<file path="config.mk">
export PLATFORM = sky130hd
export DESIGN_NAME = sys_gpadc_ctrl
export DESIGN_NICKNAME = d
export VERILOG_FILES = /design/src/sys_gpadc_pkg.sv /design/src/sys_gpadc_ctrl.sv
export VERILOG_INCLUDE_DIRS = /design/src /design/src/src
export SDC_FILE = /design/constraint.sdc
export NUM_CORES = 1
export LEC_CHECK = 0
export ABC_AREA = 1
export BUFFER_PORTS_ARGS = -buffer_cell sky130_fd_sc_hd__buf_4
export CAP_MARGIN = 0
export CELL_PAD_IN_SITES_DETAIL_PLACEMENT = 1
export CELL_PAD_IN_SITES_GLOBAL_PLACEMENT = 1
export CORE_MARGIN = 3
export CORE_UTILIZATION = 46
export DETAILED_ROUTE_END_ITERATION = 7
export PLACE_DENSITY_LB_ADDON = 0.1
export SYNTH_ARGS = -nofsm -noshare
export SYNTH_HDL_FRONTEND = slang
export SYNTH_SLANG_ARGS = --single-unit
</file>
<file path="constraint.sdc">
create_clock -name ref_clk -period 2.4 [get_ports ref_clk]
set_input_delay 0.12 -clock ref_clk [delete_from_list [all_inputs] [get_ports ref_clk]]
set_output_delay 0.12 -clock ref_clk [all_outputs]
set_load 0.005 [all_outputs]
</file>
<file path="src/sys_gpadc_defs.svh">
// register offsets, field positions, reset values and timing counts
`ifndef SYS_GPADC_DEFS_SVH
`define SYS_GPADC_DEFS_SVH
`define OFS_SYS_STATUS 8'hD6
`define OFS_SYS_CLEAR 8'hD7
`define OFS_SYS_MASK 8'hD8
`define OFS_AUTO_CTRL 8'hE1
`define OFS_MAN_CTRL 8'hE2
`define OFS_DEBOUNCE 8'hE3
`define OFS_CONV_STATUS 8'hE4
`define OFS_CONV_CLEAR 8'hE5
`define OFS_CONV_MASK 8'hE6
`define OFS_MAN_LOW 8'hE7
`define OFS_MAN_HIGH 8'hE8
`define OFS_SUPPLY_RES 8'hE9
`define OFS_TEMP_RES 8'hEA
`define OFS_TEMP_CAL 8'hEB
`define OFS_AUX2_RES 8'hEC
`define OFS_AUX2_HIGH 8'hED
`define OFS_AUX2_LOW 8'hEE
`define OFS_AUX3_RES 8'hEF
`define OFS_AUX3_HIGH 8'hF0
`define OFS_AUX3_LOW 8'hF1
`define OFS_CHIP_REV 8'hF2
`define SYS_EVT_MASK_BITS 8'h1F
`define CONV_EVT_MASK_BITS 8'h1F
`define AUTO_CTRL_BITS 8'h37
`define MAN_CTRL_BITS 8'hD0
`define DEBOUNCE_BITS 8'h06
`define REG_RESET 8'h00
`define BIT_SUMMARY_IRQ 7
`define BIT_MAN_RUN 4
`define BIT_SUPPLY_EN 0
`define BIT_AUX2_EN 1
`define BIT_AUX3_EN 2
`define BIT_AUX2_DB 1
`define BIT_AUX3_DB 2
`define FLG_SUPPLY_UNDER 0
`define FLG_TEMP_OVER 1
`define FLG_AUX2_TH 2
`define FLG_AUX3_TH 3
`define FLG_MAN_EOC 4
`define DEBOUNCE_COUNT 2'd3
`define AUTO_PERIOD_US 100
`define AUTO_PERIOD_CYCLES (`AUTO_PERIOD_US * 1000 / 10)
`endif

</file>
<file path="src/sys_gpadc_pkg.sv">
// types shared by the system event and converter control block
package sys_gpadc_pkg;
   typedef enum logic [1:0] {CH_SUPPLY, CH_TEMP, CH_AUX2, CH_AUX3} channel_t;
   typedef enum logic [1:0] {SRC_OFF, SRC_ON, SRC_MEASURE, SRC_OFF2} isrc_mode_t;
   typedef enum {CONV_IDLE, CONV_BUSY} conv_state_t;
endpackage

</file>
<file path="src/sys_gpadc_ctrl.sv">
// system event status and general purpose converter control
`timescale 1ns/1ps
`include "sys_gpadc_defs.svh"
module sys_gpadc_ctrl #(
   parameter int AUTO_PERIOD = `AUTO_PERIOD_CYCLES,
   parameter logic [7:0] CHIP_REV = 8'h11, // arbitrary value
   parameter logic [7:0] TEMP_CAL = 8'h00, // trimmed per part
   parameter logic [7:0] SUPPLY_UNDER_TH = 8'h80,
   parameter logic [7:0] TEMP_OVER_TH = 8'hC0
) (
   input wire logic ref_clk, // 100 MHz clock
   input wire logic rstn, // async reset, active low
   input wire logic supply_low_pin, // comparator: supply below 4 V
   input wire logic supply_high_pin, // comparator: supply above 5.5 V
   input wire logic die_hot_pin, // over-temperature detector
   input wire logic button_pulse_sleep, // short button pulse in sleep state
   input wire logic button_pulse_running, // short button pulse in running state
   input wire logic reg_wr, // register write strobe
   input wire logic reg_rd, // register read strobe
   input wire logic [7:0] reg_addr, // register offset
   input wire logic [7:0] reg_wdata, // write data
   output logic [7:0] reg_rdata, // read data, zero for unmapped
   output logic conv_start, // one-cycle request to the converter
   output sys_gpadc_pkg::channel_t conv_channel, // channel being converted
   input wire logic conv_done, // converter finished, result valid
   input wire logic [9:0] conv_result, // converter result
   output logic aux_two_source_on, // aux two current source enable
   output logic irq_out, // open-drain interrupt: low level
   output logic irq_oe // output enable, low while driving
);
   logic [7:0] sys_flags, sys_mask, auto_ctrl, man_ctrl, db_ctrl;
   logic [7:0] conv_flags, conv_mask;
   logic [7:0] man_low, man_high, supply_res, temp_res, aux2_res, aux3_res;
   logic [7:0] aux2_hi, aux2_lo, aux3_hi, aux3_lo;
   logic [4:0] ev_s1, ev_s2;
   logic [31:0] period_cnt;
   logic [1:0] scan_idx;
   logic [1:0] cnt_supply, cnt_temp, cnt_aux2, cnt_aux3;
   logic conv_manual, busy;
   sys_gpadc_pkg::conv_state_t state;

   // event pins come from the analog side, synchronise first
   always_ff @(posedge ref_clk or negedge rstn)
      if (!rstn)
      begin
         ev_s1 <= 5'h00;
         ev_s2 <= 5'h00;
      end
      else
      begin
         ev_s1 <= {button_pulse_running, button_pulse_sleep, die_hot_pin,
                   supply_high_pin, supply_low_pin};
         ev_s2 <= ev_s1;
      end

   wire wr_sys_clr = reg_wr && reg_addr == `OFS_SYS_CLEAR;
   wire wr_conv_clr = reg_wr && reg_addr == `OFS_CONV_CLEAR;
   wire wr_man = reg_wr && reg_addr == `OFS_MAN_CTRL;
   wire [7:0] sys_clr = wr_sys_clr ? (reg_wdata & `SYS_EVT_MASK_BITS) : 8'h00;
   wire [7:0] conv_clr = wr_conv_clr ? (reg_wdata & `CONV_EVT_MASK_BITS) : 8'h00;

   wire [7:0] next_sys_flags = (sys_flags & ~sys_clr) | {3'b000, ev_s2};
   always_ff @(posedge ref_clk or negedge rstn)
      if (!rstn)
         sys_flags <= `REG_RESET;
      else
         sys_flags <= next_sys_flags;

   wire [4:0] sys_pending = sys_flags[4:0] & ~sys_mask[4:0];
   wire [4:0] conv_pending = conv_flags[4:0] & ~conv_mask[4:0];
   wire irq_any = |sys_pending || |conv_pending;
   assign irq_out = 1'b0;
   assign irq_oe = ~irq_any;

   // plain control registers
   always_ff @(posedge ref_clk or negedge rstn)
      if (!rstn)
      begin
         sys_mask <= `REG_RESET;
         auto_ctrl <= `REG_RESET;
         db_ctrl <= `REG_RESET;
         conv_mask <= `REG_RESET;
         aux2_hi <= `REG_RESET;
         aux2_lo <= `REG_RESET;
         aux3_hi <= `REG_RESET;
         aux3_lo <= `REG_RESET;
      end
      else if (reg_wr)
      begin
         if (reg_addr == `OFS_SYS_MASK)
            sys_mask <= reg_wdata & `SYS_EVT_MASK_BITS;
         else if (reg_addr == `OFS_AUTO_CTRL)
            auto_ctrl <= reg_wdata & `AUTO_CTRL_BITS;
         else if (reg_addr == `OFS_DEBOUNCE)
            db_ctrl <= reg_wdata & `DEBOUNCE_BITS;
         else if (reg_addr == `OFS_CONV_MASK)
            conv_mask <= reg_wdata & `CONV_EVT_MASK_BITS;
         else if (reg_addr == `OFS_AUX2_HIGH)
            aux2_hi <= reg_wdata;
         else if (reg_addr == `OFS_AUX2_LOW)
            aux2_lo <= reg_wdata;
         else if (reg_addr == `OFS_AUX3_HIGH)
            aux3_hi <= reg_wdata;
         else if (reg_addr == `OFS_AUX3_LOW)
            aux3_lo <= reg_wdata;
      end

   // any automatic flag halts the scan
   wire auto_halt = |conv_flags[3:0];
   wire [2:0] auto_en = {auto_ctrl[`BIT_AUX3_EN], auto_ctrl[`BIT_AUX2_EN],
                         auto_ctrl[`BIT_SUPPLY_EN]};
   wire period_tick = period_cnt == 32'(AUTO_PERIOD - 1);
   // manual start blocked while done flag stands
   wire man_req = man_ctrl[`BIT_MAN_RUN] && !conv_flags[`FLG_MAN_EOC];
   wire auto_req = period_tick && !auto_halt && |auto_en;
   // temperature is scanned whenever any automatic channel runs
   wire [3:0] scan_set = {auto_en[2], auto_en[1], 1'b1, auto_en[0]};
   wire [1:0] next_idx_a = scan_idx + 2'd1;
   wire [1:0] next_idx_b = scan_idx + 2'd2;
   wire [1:0] next_idx_c = scan_idx + 2'd3;
   wire [1:0] next_scan = scan_set[next_idx_a] ? next_idx_a :
                          scan_set[next_idx_b] ? next_idx_b :
                          scan_set[next_idx_c] ? next_idx_c : scan_idx;

   always_ff @(posedge ref_clk or negedge rstn)
      if (!rstn)
         period_cnt <= 32'h0000_0000;
      else if (period_tick)
         period_cnt <= 32'h0000_0000;
      else
         period_cnt <= period_cnt + 32'h0000_0001;

   // manual work takes priority; a skipped automatic tick waits a period
   always_ff @(posedge ref_clk or negedge rstn)
      if (!rstn)
      begin
         state <= sys_gpadc_pkg::CONV_IDLE;
         conv_start <= 1'b0;
         conv_manual <= 1'b0;
         conv_channel <= sys_gpadc_pkg::CH_SUPPLY;
         scan_idx <= 2'd3;
      end
      else
      begin
         conv_start <= 1'b0;
         case (state)
            sys_gpadc_pkg::CONV_IDLE:
               if (man_req)
               begin
                  state <= sys_gpadc_pkg::CONV_BUSY;
                  conv_start <= 1'b1;
                  conv_manual <= 1'b1;
                  conv_channel <= sys_gpadc_pkg::channel_t'(man_ctrl[7:6]);
               end
               else if (auto_req)
               begin
                  state <= sys_gpadc_pkg::CONV_BUSY;
                  conv_start <= 1'b1;
                  conv_manual <= 1'b0;
                  conv_channel <= sys_gpadc_pkg::channel_t'(next_scan);
                  scan_idx <= next_scan;
               end
            sys_gpadc_pkg::CONV_BUSY:
               if (conv_done)
                  state <= sys_gpadc_pkg::CONV_IDLE;
            default:
               state <= sys_gpadc_pkg::CONV_IDLE;
         endcase
      end
   assign busy = state == sys_gpadc_pkg::CONV_BUSY;

   wire man_finish = busy && conv_done && conv_manual;
   wire auto_finish = busy && conv_done && !conv_manual;
   wire [7:0] res8 = conv_result[9:2];

   // manual run bit cleared by hardware on completion
   always_ff @(posedge ref_clk or negedge rstn)
      if (!rstn)
         man_ctrl <= `REG_RESET;
      else if (man_finish)
         man_ctrl <= man_ctrl & ~(8'h01 << `BIT_MAN_RUN);
      else if (wr_man)
         man_ctrl <= reg_wdata & `MAN_CTRL_BITS;

   always_ff @(posedge ref_clk or negedge rstn)
      if (!rstn)
      begin
         man_low <= `REG_RESET;
         man_high <= `REG_RESET;
      end
      else if (man_finish)
      begin
         man_low <= conv_result[7:0];
         man_high <= {6'b000000, conv_result[9:8]};
      end

   always_ff @(posedge ref_clk or negedge rstn)
      if (!rstn)
      begin
         supply_res <= `REG_RESET;
         temp_res <= `REG_RESET;
         aux2_res <= `REG_RESET;
         aux3_res <= `REG_RESET;
      end
      else if (auto_finish)
      begin
         if (conv_channel == sys_gpadc_pkg::CH_SUPPLY)
            supply_res <= res8;
         else if (conv_channel == sys_gpadc_pkg::CH_TEMP)
            temp_res <= res8;
         else if (conv_channel == sys_gpadc_pkg::CH_AUX2)
            aux2_res <= res8;
         else
            aux3_res <= res8;
      end

   // fixed internal limits for supply and temperature
   wire hit_supply = res8 < SUPPLY_UNDER_TH;
   wire hit_temp = res8 > TEMP_OVER_TH;
   wire hit_aux2 = res8 > aux2_hi || res8 < aux2_lo;
   wire hit_aux3 = res8 > aux3_hi || res8 < aux3_lo;
   wire fin_supply = auto_finish && conv_channel == sys_gpadc_pkg::CH_SUPPLY;
   wire fin_temp = auto_finish && conv_channel == sys_gpadc_pkg::CH_TEMP;
   wire fin_aux2 = auto_finish && conv_channel == sys_gpadc_pkg::CH_AUX2;
   wire fin_aux3 = auto_finish && conv_channel == sys_gpadc_pkg::CH_AUX3;

   wire set_supply = fin_supply && hit_supply && cnt_supply == `DEBOUNCE_COUNT - 2'd1;
   wire set_temp = fin_temp && hit_temp && cnt_temp == `DEBOUNCE_COUNT - 2'd1;
   wire set_aux2 = fin_aux2 && hit_aux2 &&
                   (!db_ctrl[`BIT_AUX2_DB] || cnt_aux2 == `DEBOUNCE_COUNT - 2'd1);
   wire set_aux3 = fin_aux3 && hit_aux3 &&
                   (!db_ctrl[`BIT_AUX3_DB] || cnt_aux3 == `DEBOUNCE_COUNT - 2'd1);
   // done flag set on manual completion
   wire [7:0] conv_set = {3'b000, man_finish, set_aux3, set_aux2, set_temp, set_supply};

   // hit counters; a miss restarts the run and a set consumes it
   // so a debounced flag cleared during a long excursion needs three fresh results
   wire [1:0] next_cnt_supply = (!hit_supply || set_supply) ? 2'd0 : cnt_supply + 2'd1;
   wire [1:0] next_cnt_temp = (!hit_temp || set_temp) ? 2'd0 : cnt_temp + 2'd1;
   wire [1:0] next_cnt_aux2 = (!hit_aux2 || set_aux2) ? 2'd0 : cnt_aux2 + 2'd1;
   wire [1:0] next_cnt_aux3 = (!hit_aux3 || set_aux3) ? 2'd0 : cnt_aux3 + 2'd1;
   always_ff @(posedge ref_clk or negedge rstn)
      if (!rstn)
      begin
         cnt_supply <= 2'd0;
         cnt_temp <= 2'd0;
         cnt_aux2 <= 2'd0;
         cnt_aux3 <= 2'd0;
      end
      else
      begin
         if (fin_supply)
            cnt_supply <= next_cnt_supply;
         if (fin_temp)
            cnt_temp <= next_cnt_temp;
         if (fin_aux2)
            cnt_aux2 <= next_cnt_aux2;
         if (fin_aux3)
            cnt_aux3 <= next_cnt_aux3;
      end

   wire [7:0] next_conv_flags = (conv_flags & ~conv_clr) | conv_set;
   always_ff @(posedge ref_clk or negedge rstn)
      if (!rstn)
         conv_flags <= `REG_RESET;
      else
         conv_flags <= next_conv_flags;

   wire [1:0] isrc = auto_ctrl[5:4];
   assign aux_two_source_on = isrc == sys_gpadc_pkg::SRC_ON ||
      (isrc == sys_gpadc_pkg::SRC_MEASURE && busy &&
       conv_channel == sys_gpadc_pkg::CH_AUX2);

   // read decode; unmapped offsets answer zero
   wire [7:0] status_rd = {irq_any, 2'b00, sys_flags[4:0]};
   always_ff @(posedge ref_clk or negedge rstn)
      if (!rstn)
         reg_rdata <= `REG_RESET;
      else if (reg_rd)
      begin
         if (reg_addr == `OFS_SYS_STATUS) reg_rdata <= status_rd;
         else if (reg_addr == `OFS_SYS_MASK) reg_rdata <= sys_mask;
         else if (reg_addr == `OFS_AUTO_CTRL) reg_rdata <= auto_ctrl;
         else if (reg_addr == `OFS_MAN_CTRL) reg_rdata <= man_ctrl;
         else if (reg_addr == `OFS_DEBOUNCE) reg_rdata <= db_ctrl;
         else if (reg_addr == `OFS_CONV_STATUS) reg_rdata <= conv_flags;
         else if (reg_addr == `OFS_CONV_MASK) reg_rdata <= conv_mask;
         else if (reg_addr == `OFS_MAN_LOW) reg_rdata <= man_low;
         else if (reg_addr == `OFS_MAN_HIGH) reg_rdata <= man_high;
         else if (reg_addr == `OFS_SUPPLY_RES) reg_rdata <= supply_res;
         else if (reg_addr == `OFS_TEMP_RES) reg_rdata <= temp_res;
         else if (reg_addr == `OFS_TEMP_CAL) reg_rdata <= TEMP_CAL;
         else if (reg_addr == `OFS_AUX2_RES) reg_rdata <= aux2_res;
         else if (reg_addr == `OFS_AUX2_HIGH) reg_rdata <= aux2_hi;
         else if (reg_addr == `OFS_AUX2_LOW) reg_rdata <= aux2_lo;
         else if (reg_addr == `OFS_AUX3_RES) reg_rdata <= aux3_res;
         else if (reg_addr == `OFS_AUX3_HIGH) reg_rdata <= aux3_hi;
         else if (reg_addr == `OFS_AUX3_LOW) reg_rdata <= aux3_lo;
         else if (reg_addr == `OFS_CHIP_REV) reg_rdata <= CHIP_REV;
         else reg_rdata <= 8'h00;
      end
endmodule // sys_gpadc_ctrl

</file>
# Yosys cells after proc, flatten, opt, wreduce, memory -nomap -nowiden
# Index checks and enable logic that the tools add are counted.
# word_totals
regBits	206
inputBits	36
output_inout_bits	14
elab_cells	220
# op_classes
add_sub_neg	8
magnitude_cmp	9
eq_ne	35
mux	48
bitwise	23
n_reduce_logical	66
# ops
operator	count
8-bit equality test, second input constant	21
8-bit 2-to-1 mux	18
32-bit 2-to-1 mux	4
32-bit one-hot mux with 2 select lines	1
32-bit by 1-bit adder with 32-bit output, second input constant	1
32-bit by 1-bit equality test with 1-bit output, second input constant	1
32-bit by 14-bit equality test with 1-bit output, second input constant	1
32-bit by 2-bit equality test with 1-bit output, second input constant	1
32-bit logical NOT	1
5-bit 2-to-1 mux	5
1-bit logical AND	23
2-bit 2-to-1 mux	9
8-bit AND	2
8-bit > comparator	2
8-bit less-than comparator	2
5-bit inverter with 8-bit output	2
8-bit by 5-bit bitwise OR with 8-bit output	2
2-bit equality test, second input constant	7
1-bit inverter	13
4-bit AND reduction	3
2-bit by 1-bit adder with 2-bit output, second input constant	5
5-bit AND	2
1-bit logical OR	10
5-bit inverter	2
other kinds (22)	51

# Logic depth before layout (Yosys ltp)
# Gate-level depths: netlist of the first run.
# depth
depth_word	20
mapped_depth	19
depth_no_buf	19

# Worst setup path after synthesis of the first run
# Ideal clock, no wire load.
# synth_path
path_kind	reg-to-reg
from	register period_cnt[0]
to	register period_cnt[22]
setup_time_ps	120
arrival_time_ps	1731
required_ps	2280
setup_slack_ps	549
stages_incl_launch_ff	17
n_path_buf	0
period_less_slack_ps	1851
path_cell_list	dfrtp_1 ha_1 nand2_1 nor2_2 nand2_1 nor2_2 inv_2 nor2_4 nand2_2 nor2_4 nand3_2 nor2_2 nand2_2 nor2_2 a21oi_1 o21ai_0 inv_1
# synth_via
elab_chain_len	2
elab_cells_between_ends	3
cone_classes	add/sub: 1; eq/ne: 1; mux: 1
# synth_lines
item	line_no	rtl
start: declaration	sys_gpadc_ctrl.sv:36	logic [31:0] period_cnt;
start signal: assignment	sys_gpadc_ctrl.sv:131	period_cnt <= period_cnt + 32'h0000_0001;
32-bit by 1-bit adder with 32-bit output or 32-bit by 14-bit equality test with 1-bit output (tied branches)	sys_gpadc_ctrl.sv:131, sys_gpadc_ctrl.sv:112	
32-bit 2-to-1 mux (*)	sys_gpadc_ctrl.sv:128	else if (period_tick)
# Mark *: on every way between the ends. The rest lies on a longest branch, timed or not.
# A chain may end at the register's enable or synchronous reset.

# Worst setup path in the final report of the first run
# Ends and elaborated chain as after synthesis.

==> results of run 1 <==
## timing repair
item                                    CTS  global route
endpoints found under the setup margin    0             2
hold endpoints to repair                 51             0
buffers inserted                          0             0
hold buffers                             12             0
resized for setup                         0             1
## registers in the layout, indices dropped and copies added (netlist names), 3 cells and up
register / cells
aux2_res: 8
ev_s1: 5
aux3_lo: 8
conv_flags: 5
aux2_lo: 8
temp_res: 8
supply_res: 8
reg_rdata: 8
auto_ctrl: 5
conv_mask: 5
aux3_hi: 8
aux2_hi: 8
man_low: 8
sys_flags: 5
man_ctrl: 3
period_cnt: 32
ev_s2: 5
sys_mask: 5
aux3_res: 8
## cell families after synthesis
| kind of cell | synth area share [%] |
|---|---|
| DFF | 46.82 |
| and+or+nand+nor | 24.58 |
| adders and majority gates | 5.399 |
| muxes | 0.2492 |
| xor gates and xnor gates | 1.260 |
| other | 0.04149 |
| AOI/OAI and AO/OA | 13.36 |
| buffers and inverters | 8.292 |
## final cells by class
type	count	area share [%]
tap	260	3.097
inverter	178	6.361
clock buffer	18	4.086
multi-input combinational	779	38.68
sequential	169	40.29
timing repair buffer	79	6.206
clock inverter	14	1.286
## power groups by stage
| stage | Sequential, mW | Combinational, mW | Clock [mW] |
|---|---|---|---|
| 3_3_place_gp | 3.48 | 0.824 | 0 |
| 2_1_floorplan | 3.42 | 0.529 | 0 |
| 3_5_place_dp | 3.50 | 0.877 | 0 |
| 5_1_grt | 3.50 | 1.05 | 2.89 |
| 4_1_cts | 3.45 | 0.910 | 2.76 |
| 6_report | 3.46 | 0.899 | 2.72 |
## placed cells by master (no fill, tap or decap), types with 10 or more instances in the layout
cell	synthesis	layout
clkbuf_16	0	17
dlygate4sd3_1	0	12
o22ai_1	13	13
buf_4	3	64
dfrtp_1	167	167
nand3_1	34	34
nor4_1	11	11
xor2_1	10	10
nor3_1	20	20
a21oi_1	50	50
inv_1	172	172
nor2_2	11	10
nand2_1	300	300
nand4_1	18	18
ha_1	39	39
o21ai_0	132	132
nor2_1	75	75
## through the flow
| step | worst slack (ns) | instances | area [sq um] |
|---|---|---|---|
| 2_1_floorplan | 0.5489 | 1143 | 9039 |
| 3_3_place_gp | 0.3099 | 1453 | 9814 |
| 3_5_place_dp | 0.2345 | 1453 | 9814 |
| 4_1_cts | 0.2110 | 1497 | 10500 |
| 5_1_grt | 0.01964 | 1497 | 10500 |
| 6_report | 0.2377 | 1497 | 10500 |
## worst max path at each step
stage                                  from                          end  slack (ns)
finish              period_cnt[0]$_DFF_PN0_     period_cnt[22]$_DFF_PN0_        0.24
global placement    period_cnt[0]$_DFF_PN0_  conv_channel[0]$_DFFE_PN0P_        0.31
detailed placement  period_cnt[0]$_DFF_PN0_     period_cnt[22]$_DFF_PN0_        0.23
floorplan           period_cnt[0]$_DFF_PN0_     period_cnt[22]$_DFF_PN0_        0.55
CTS                 period_cnt[0]$_DFF_PN0_     period_cnt[24]$_DFF_PN0_        0.21
global route        period_cnt[0]$_DFF_PN0_     period_cnt[24]$_DFF_PN0_        0.02
## critical path: cells and delay by family (launching register included)
family,cells,cell delay (ns)
buffers and inverters,2,0.11
adder cells (fa/ha/maj),1,0.19
flip-flops,1,0.38
AO/OA/AOI/OAI,2,0.17
AND/OR/NAND/NOR,11,1.20
## routing by layer
layer | part of all wire (%) | global-route usage, % | vias to the layer above
met2 | 48 | 43.69 | 172
met3 | 4.4 | 4.407 | 49
met5 | 0 | 0 | -
met1 | 45 | 36.72 | 3895
li1 | - | - | 3868
met4 | 2.8 | 9.407 | 0
==> metrics.txt, run 1 <==
vias per cell 5.333; Critical Path Slowest Stage Cell dfrtp_1; setup TNS 0 ns; CP peak stage delay 0.38 ns; Syn Nets 1,218; Worst Tran Pin Value 0.6260 ns; Yosys top cell area share 46.23%; wire per inst 18.80 um; final core occ 55.23%; Crit. End Element flop; n_diodes 0; Synth area leaders dfrtp_1 (46%), nand2_1 (12%), o21ai_0 (7.3%), inv_1 (7.1%), ha_1 (5.4%); area of the multi-input gates 4063 sq um; R2R depth 16; FF+latch count, synth 169; sequential cell area fraction in the yosys report 46.82%; # setup viols final 0; Hold Path End supply_res[6]$_DFFE_PN0P_; number of global-route vias before repair 8,412; fin crit share 90.10%; Tmin final 2.162 ns; crit-path cells ha_1 > nand2_1 > nor2_2 > nand2_1 > nor2_4 > inv_2 > nor2_4 > nand2_2 > nor2_4 > nand3_2 > nor2_2 > nand2_2 > nor2_2 > a21oi_1 > o21ai_0 > inv_1; Worst Min Path Start conv_result[8]; asr flop ratio synth 100.0%; EDFF count, synth 0; worst hold margin 0.009544 ns; switching share of total power 29.18%; Synth-to-Final Area Change 16.21%; global-route wire length before repair 45.46 mm; H-tree levels 4; Worst R2R Setup Slack 0.24 ns; Mapped Avg Cell Area 7.908 sq um; area of the core 19,020 sq um; clock transition at the registers of the reported paths 0.07 ns; RSZ-0062 raised after global routing no; max-slew violations 0; Clock power frac 38.5%; Tot GR Track Use 26.90%; residual antenna-violating net count after detailed routing 0; Maximum Capacitance Violations 0; die height 146.2 um; Critical Path RT 2.73 ns; CP Max Fanout 3; RR Startpoint period_cnt[0]$_DFF_PN0_; via count 7,984; Clk Latency, worst-skew pair 0.44 ns; sequential share of power 48.8%; Storage cell area 4232 sq um; Slew HR 58.11%; IO Port Bufs 48; CTS tree built; NumNets Final 1,299; Hold Crit Depth 3; fmax 462.5 MHz; Int Power 5.013 mW; clk sink count 169; initial detailed-routing violation count 508; Placer Congestion 0.8783; TritonRoute pass-1 iters 5; Clock Tree Root clkbuf_16; Distinct cells, synth 45; NetSw 2.066 mW; initial antenna violation count 0; post-route DRC violation count 0; GR Overflow Total 0; Post-Route WL 28.14 mm; row count 50; HP Class input port to flop; dpl hpwl 20.75 mm; skew final 0.01002 ns; Ports 50; CTS Buffer Depth 2; logic gate share of total power 12.7%; Crit Reg-Reg Endpoint period_cnt[22]$_DFF_PN0_; largest net degree at the start of global routing 80; ys flop type dfrtp_1; Ys Warns 0; run status finished, final reports clean; Final Hold Vio Count 0; Post-Syn Area 9039 sq um; Total Power 7.079 mW; cell count after synthesis 1,143; most frequent cell after synthesis nand2_1; CP startpoint kind flop; Post-synth top cells nand2_1 (300), inv_1 (172), dfrtp_1 (167); Setup CP Type flop to flop; power per cell area 673.9 nW/um^2; fill count 2,373; initial core utilization 47.53%; most area-hungry cell type in the Yosys netlist dfrtp_1; Worst VDD drop 0.4924 mV; leakage 5.164 nW; layout cells sized above 1 11.64%; total CTS buffers 17; Die X 146.2 um; die area 21,370 sq um; Critical Path AT 2.50 ns
No activity file was read; power rests on OpenSTA's default activity.
==> run 2, diff against run 1 <==
BUFFER_PORTS_ARGS = unset   (was -buffer_cell sky130_fd_sc_hd__buf_4)
CORE_UTILIZATION = 48   (was 46)
DONT_BUFFER_PORTS = 1   (was unset)
==> metrics.txt, run 2 (same netlist as run 1, synthesis figures left out) <==
Tmin final 2.235 ns (+0.07288 ns); Crit. End Element flop; # setup viols final 0 (unchanged); Worst VDD drop 0.4261 mV (-13%); max-slew violations 0 (unchanged); initial detailed-routing violation count 463 (-8.9%); max reg flops 32 (unchanged); clk sink count 169 (unchanged); Slew HR 47.88% (-10 points); failing checks negative hold slack; CTS Buffer Depth 2 (unchanged); RSZ-0062 raised after global routing no; row count 49 (-2.0%); post-route cell area 10,200 sq um (-2.9%); post-route DRC violation count 0 (unchanged); Die X 143.2 um (-2.0%); CP peak stage delay 0.36 ns (-0.02 ns); Worst Tran Pin Value 0.7717 ns (+0.1458 ns); die area 20,510 sq um (-4.0%); placement-stage cell area 9356 sq um (-4.7%); fill count 2,256 (-4.9%); n_diodes 0 (unchanged); area of the core 18,210 sq um (-4.3%); Ports 50 (unchanged); layout cells sized above 1 7.970% (-3.7 points); number of global-route vias before repair 8,397 (-0.18%); H-tree levels 4 (unchanged); clock transition at the registers of the reported paths 0.07 ns (about the same); Top Family by Delay on Critical Path simple AND/OR/NAND/NOR gates; Maximum Capacitance Violations 0 (unchanged); Setup CP Type flop to flop; initial core utilization 49.64% (+2.1 points); Worst Path Buf+Inv 1 (-1); largest net degree at the start of global routing 170 (+110%); Worst R2R Setup Slack 0.16 ns (-0.07 ns); Critical Path Slowest Stage Cell dfrtp_1; Critical Path AT 2.57 ns (+0.07 ns); total CTS buffers 17 (unchanged); setup TNS 0 ns (unchanged); skew final 0.01392 ns (+0.003905 ns); residual antenna-violating net count after detailed routing 0 (unchanged); crit-path cells ha_2 > nand2_1 > nor2_2 > nand3_1 > nor3_1 > and3_1 > nand3b_2 > a21oi_4 > o211ai_1 > o21ai_1 > inv_1; TritonRoute pass-1 iters 4 (-1); Largest Register period_cnt; power per cell area 711.7 nW/um^2 (+5.6%); GR Overflow Total 0 (unchanged); Synth-to-Final Area Change 12.86%; CP startpoint kind flop; Placer Congestion 0.8853 (+0.80%); HP Class input port to asynchronous set/reset pin; global-route wire length before repair 44.31 mm (-2.5%); CTS tree built; CP Max Fanout 6 (+3); worst hold margin -0.6207 ns (-0.6303 ns); IO Port Bufs 0 (-100%); fin crit share 93.13% (+3.0 points); Tot GR Track Use 28.21% (+1.3 points); NumNets Final 1,254 (-3.5%); wire per inst 19.60 um (+4.3%); fmax 447.4 MHz (-3.3%); Post-Route WL 27.85 mm (-1.0%); Clock Tree Root clkbuf_16; Critical Path RT 2.73 ns (about the same); most frequent cells in the layout nand2_1 (300), inv_1 (172), dfrtp_1 (167); via count 7,974 (-0.13%); Final Hold Vio Count 169 (+169); Clk Latency, worst-skew pair 0.44 ns (about the same); commonest non-fill, non-tap cell in the layout nand2_1; leakage 4.959 nW (-4.0%); initial antenna violation count 0 (unchanged); run status finished with violations; vias per cell 5.612 (+5.2%); die height 143.2 um (-2.0%); dpl hpwl 20.29 mm (-2.2%); CTS Hold Buffers Added 18 (+6)
run 2: final timing paths:
| path | from | to | depth (start not counted) |
|---|---|---|---|
| max in group asynchronous | rstn | scan_idx[1]$_DFFE_PN1P_ | 0 |
| worst max-delay path | period_cnt[1]$_DFF_PN0_ | conv_channel[0]$_DFFE_PN0P_ | 11 |
| worst max register to register | period_cnt[1]$_DFF_PN0_ | conv_channel[0]$_DFFE_PN0P_ | 11 |
| worst min register to register | ev_s1[0]$_DFF_PN0_ | ev_s2[0]$_DFF_PN0_ | 0 |
| min in group ref_clk | reg_wdata[5] | aux3_hi[5]$_DFFE_PN0P_ | 2 |
| worst min-delay path | rstn | cnt_supply[0]$_DFFE_PN0P_ | 0 |
run 2: area by class of cell:
type                       count  area [sq um]  share of cell area, %
clock buffer                  18         439.2                  4.305
clock inverter                14         205.2                  2.012
inverter                     178         668.1                  6.550
multi-input combinational    779          4070                  39.90
sequential                   169          4232                  41.48
tap                          229         286.5                  2.809
timing repair buffer          34         300.3                  2.944
run 2: per-stage QoR:
stage | hold WS (ns) | power, mW | worst slack [ns] | instances | utilization [%]
finish | -0.6207 | 7.260 | 0.1648 | 1421 | 56.02
detailed placement | -0.1697 | 4.226 | 0.2365 | 1370 | 51.38
global placement | -0.1697 | 4.169 | 0.3048 | 1370 | 51.38
floorplan | -0.1756 | 3.948 | 0.5489 | 1143 | -
global route | -0.6485 | 7.583 | 0.001177 | 1421 | 56.02
CTS | -0.6396 | 7.313 | 0.1402 | 1420 | 55.91
run 2: metal layers:
| metal | GRT usage, % | vias up | share of wire, % |
|---|---|---|---|
| li1 | - | 3775 | - |
| met1 | 37.48 | 3962 | 45 |
| met2 | 46.07 | 186 | 47 |
| met3 | 6.062 | 51 | 5.2 |
| met4 | 9.613 | 0 | 2.8 |
| met5 | 0 | - | 0 |
run 2: what timing repair did:
action                                  CTS  global route
endpoints found under the hold margin   222           169
gates resized for setup                   0             3
setup buffers                             0             1
endpoints found under the setup margin    0             4
run 2: worst reg2reg max path: stages, from the launching register on:
cell and delay, ns:
dfrtp_1 0.36, ha_2 0.20, nand2_1 0.09, nor2_2 0.11, nand3_1 0.16, nor3_1 0.24, and3_1 0.33, nand3b_2 0.15
a21oi_4 0.22, o211ai_1 0.11, o21ai_1 0.10, inv_1 0.05
run 2: power breakdown:
| part | internal (mW) | switching [mW] |
|---|---|---|
| logic | 0.289 | 0.470 |
| registers | 3.21 | 0.251 |
| clock network | 1.80 | 1.24 |
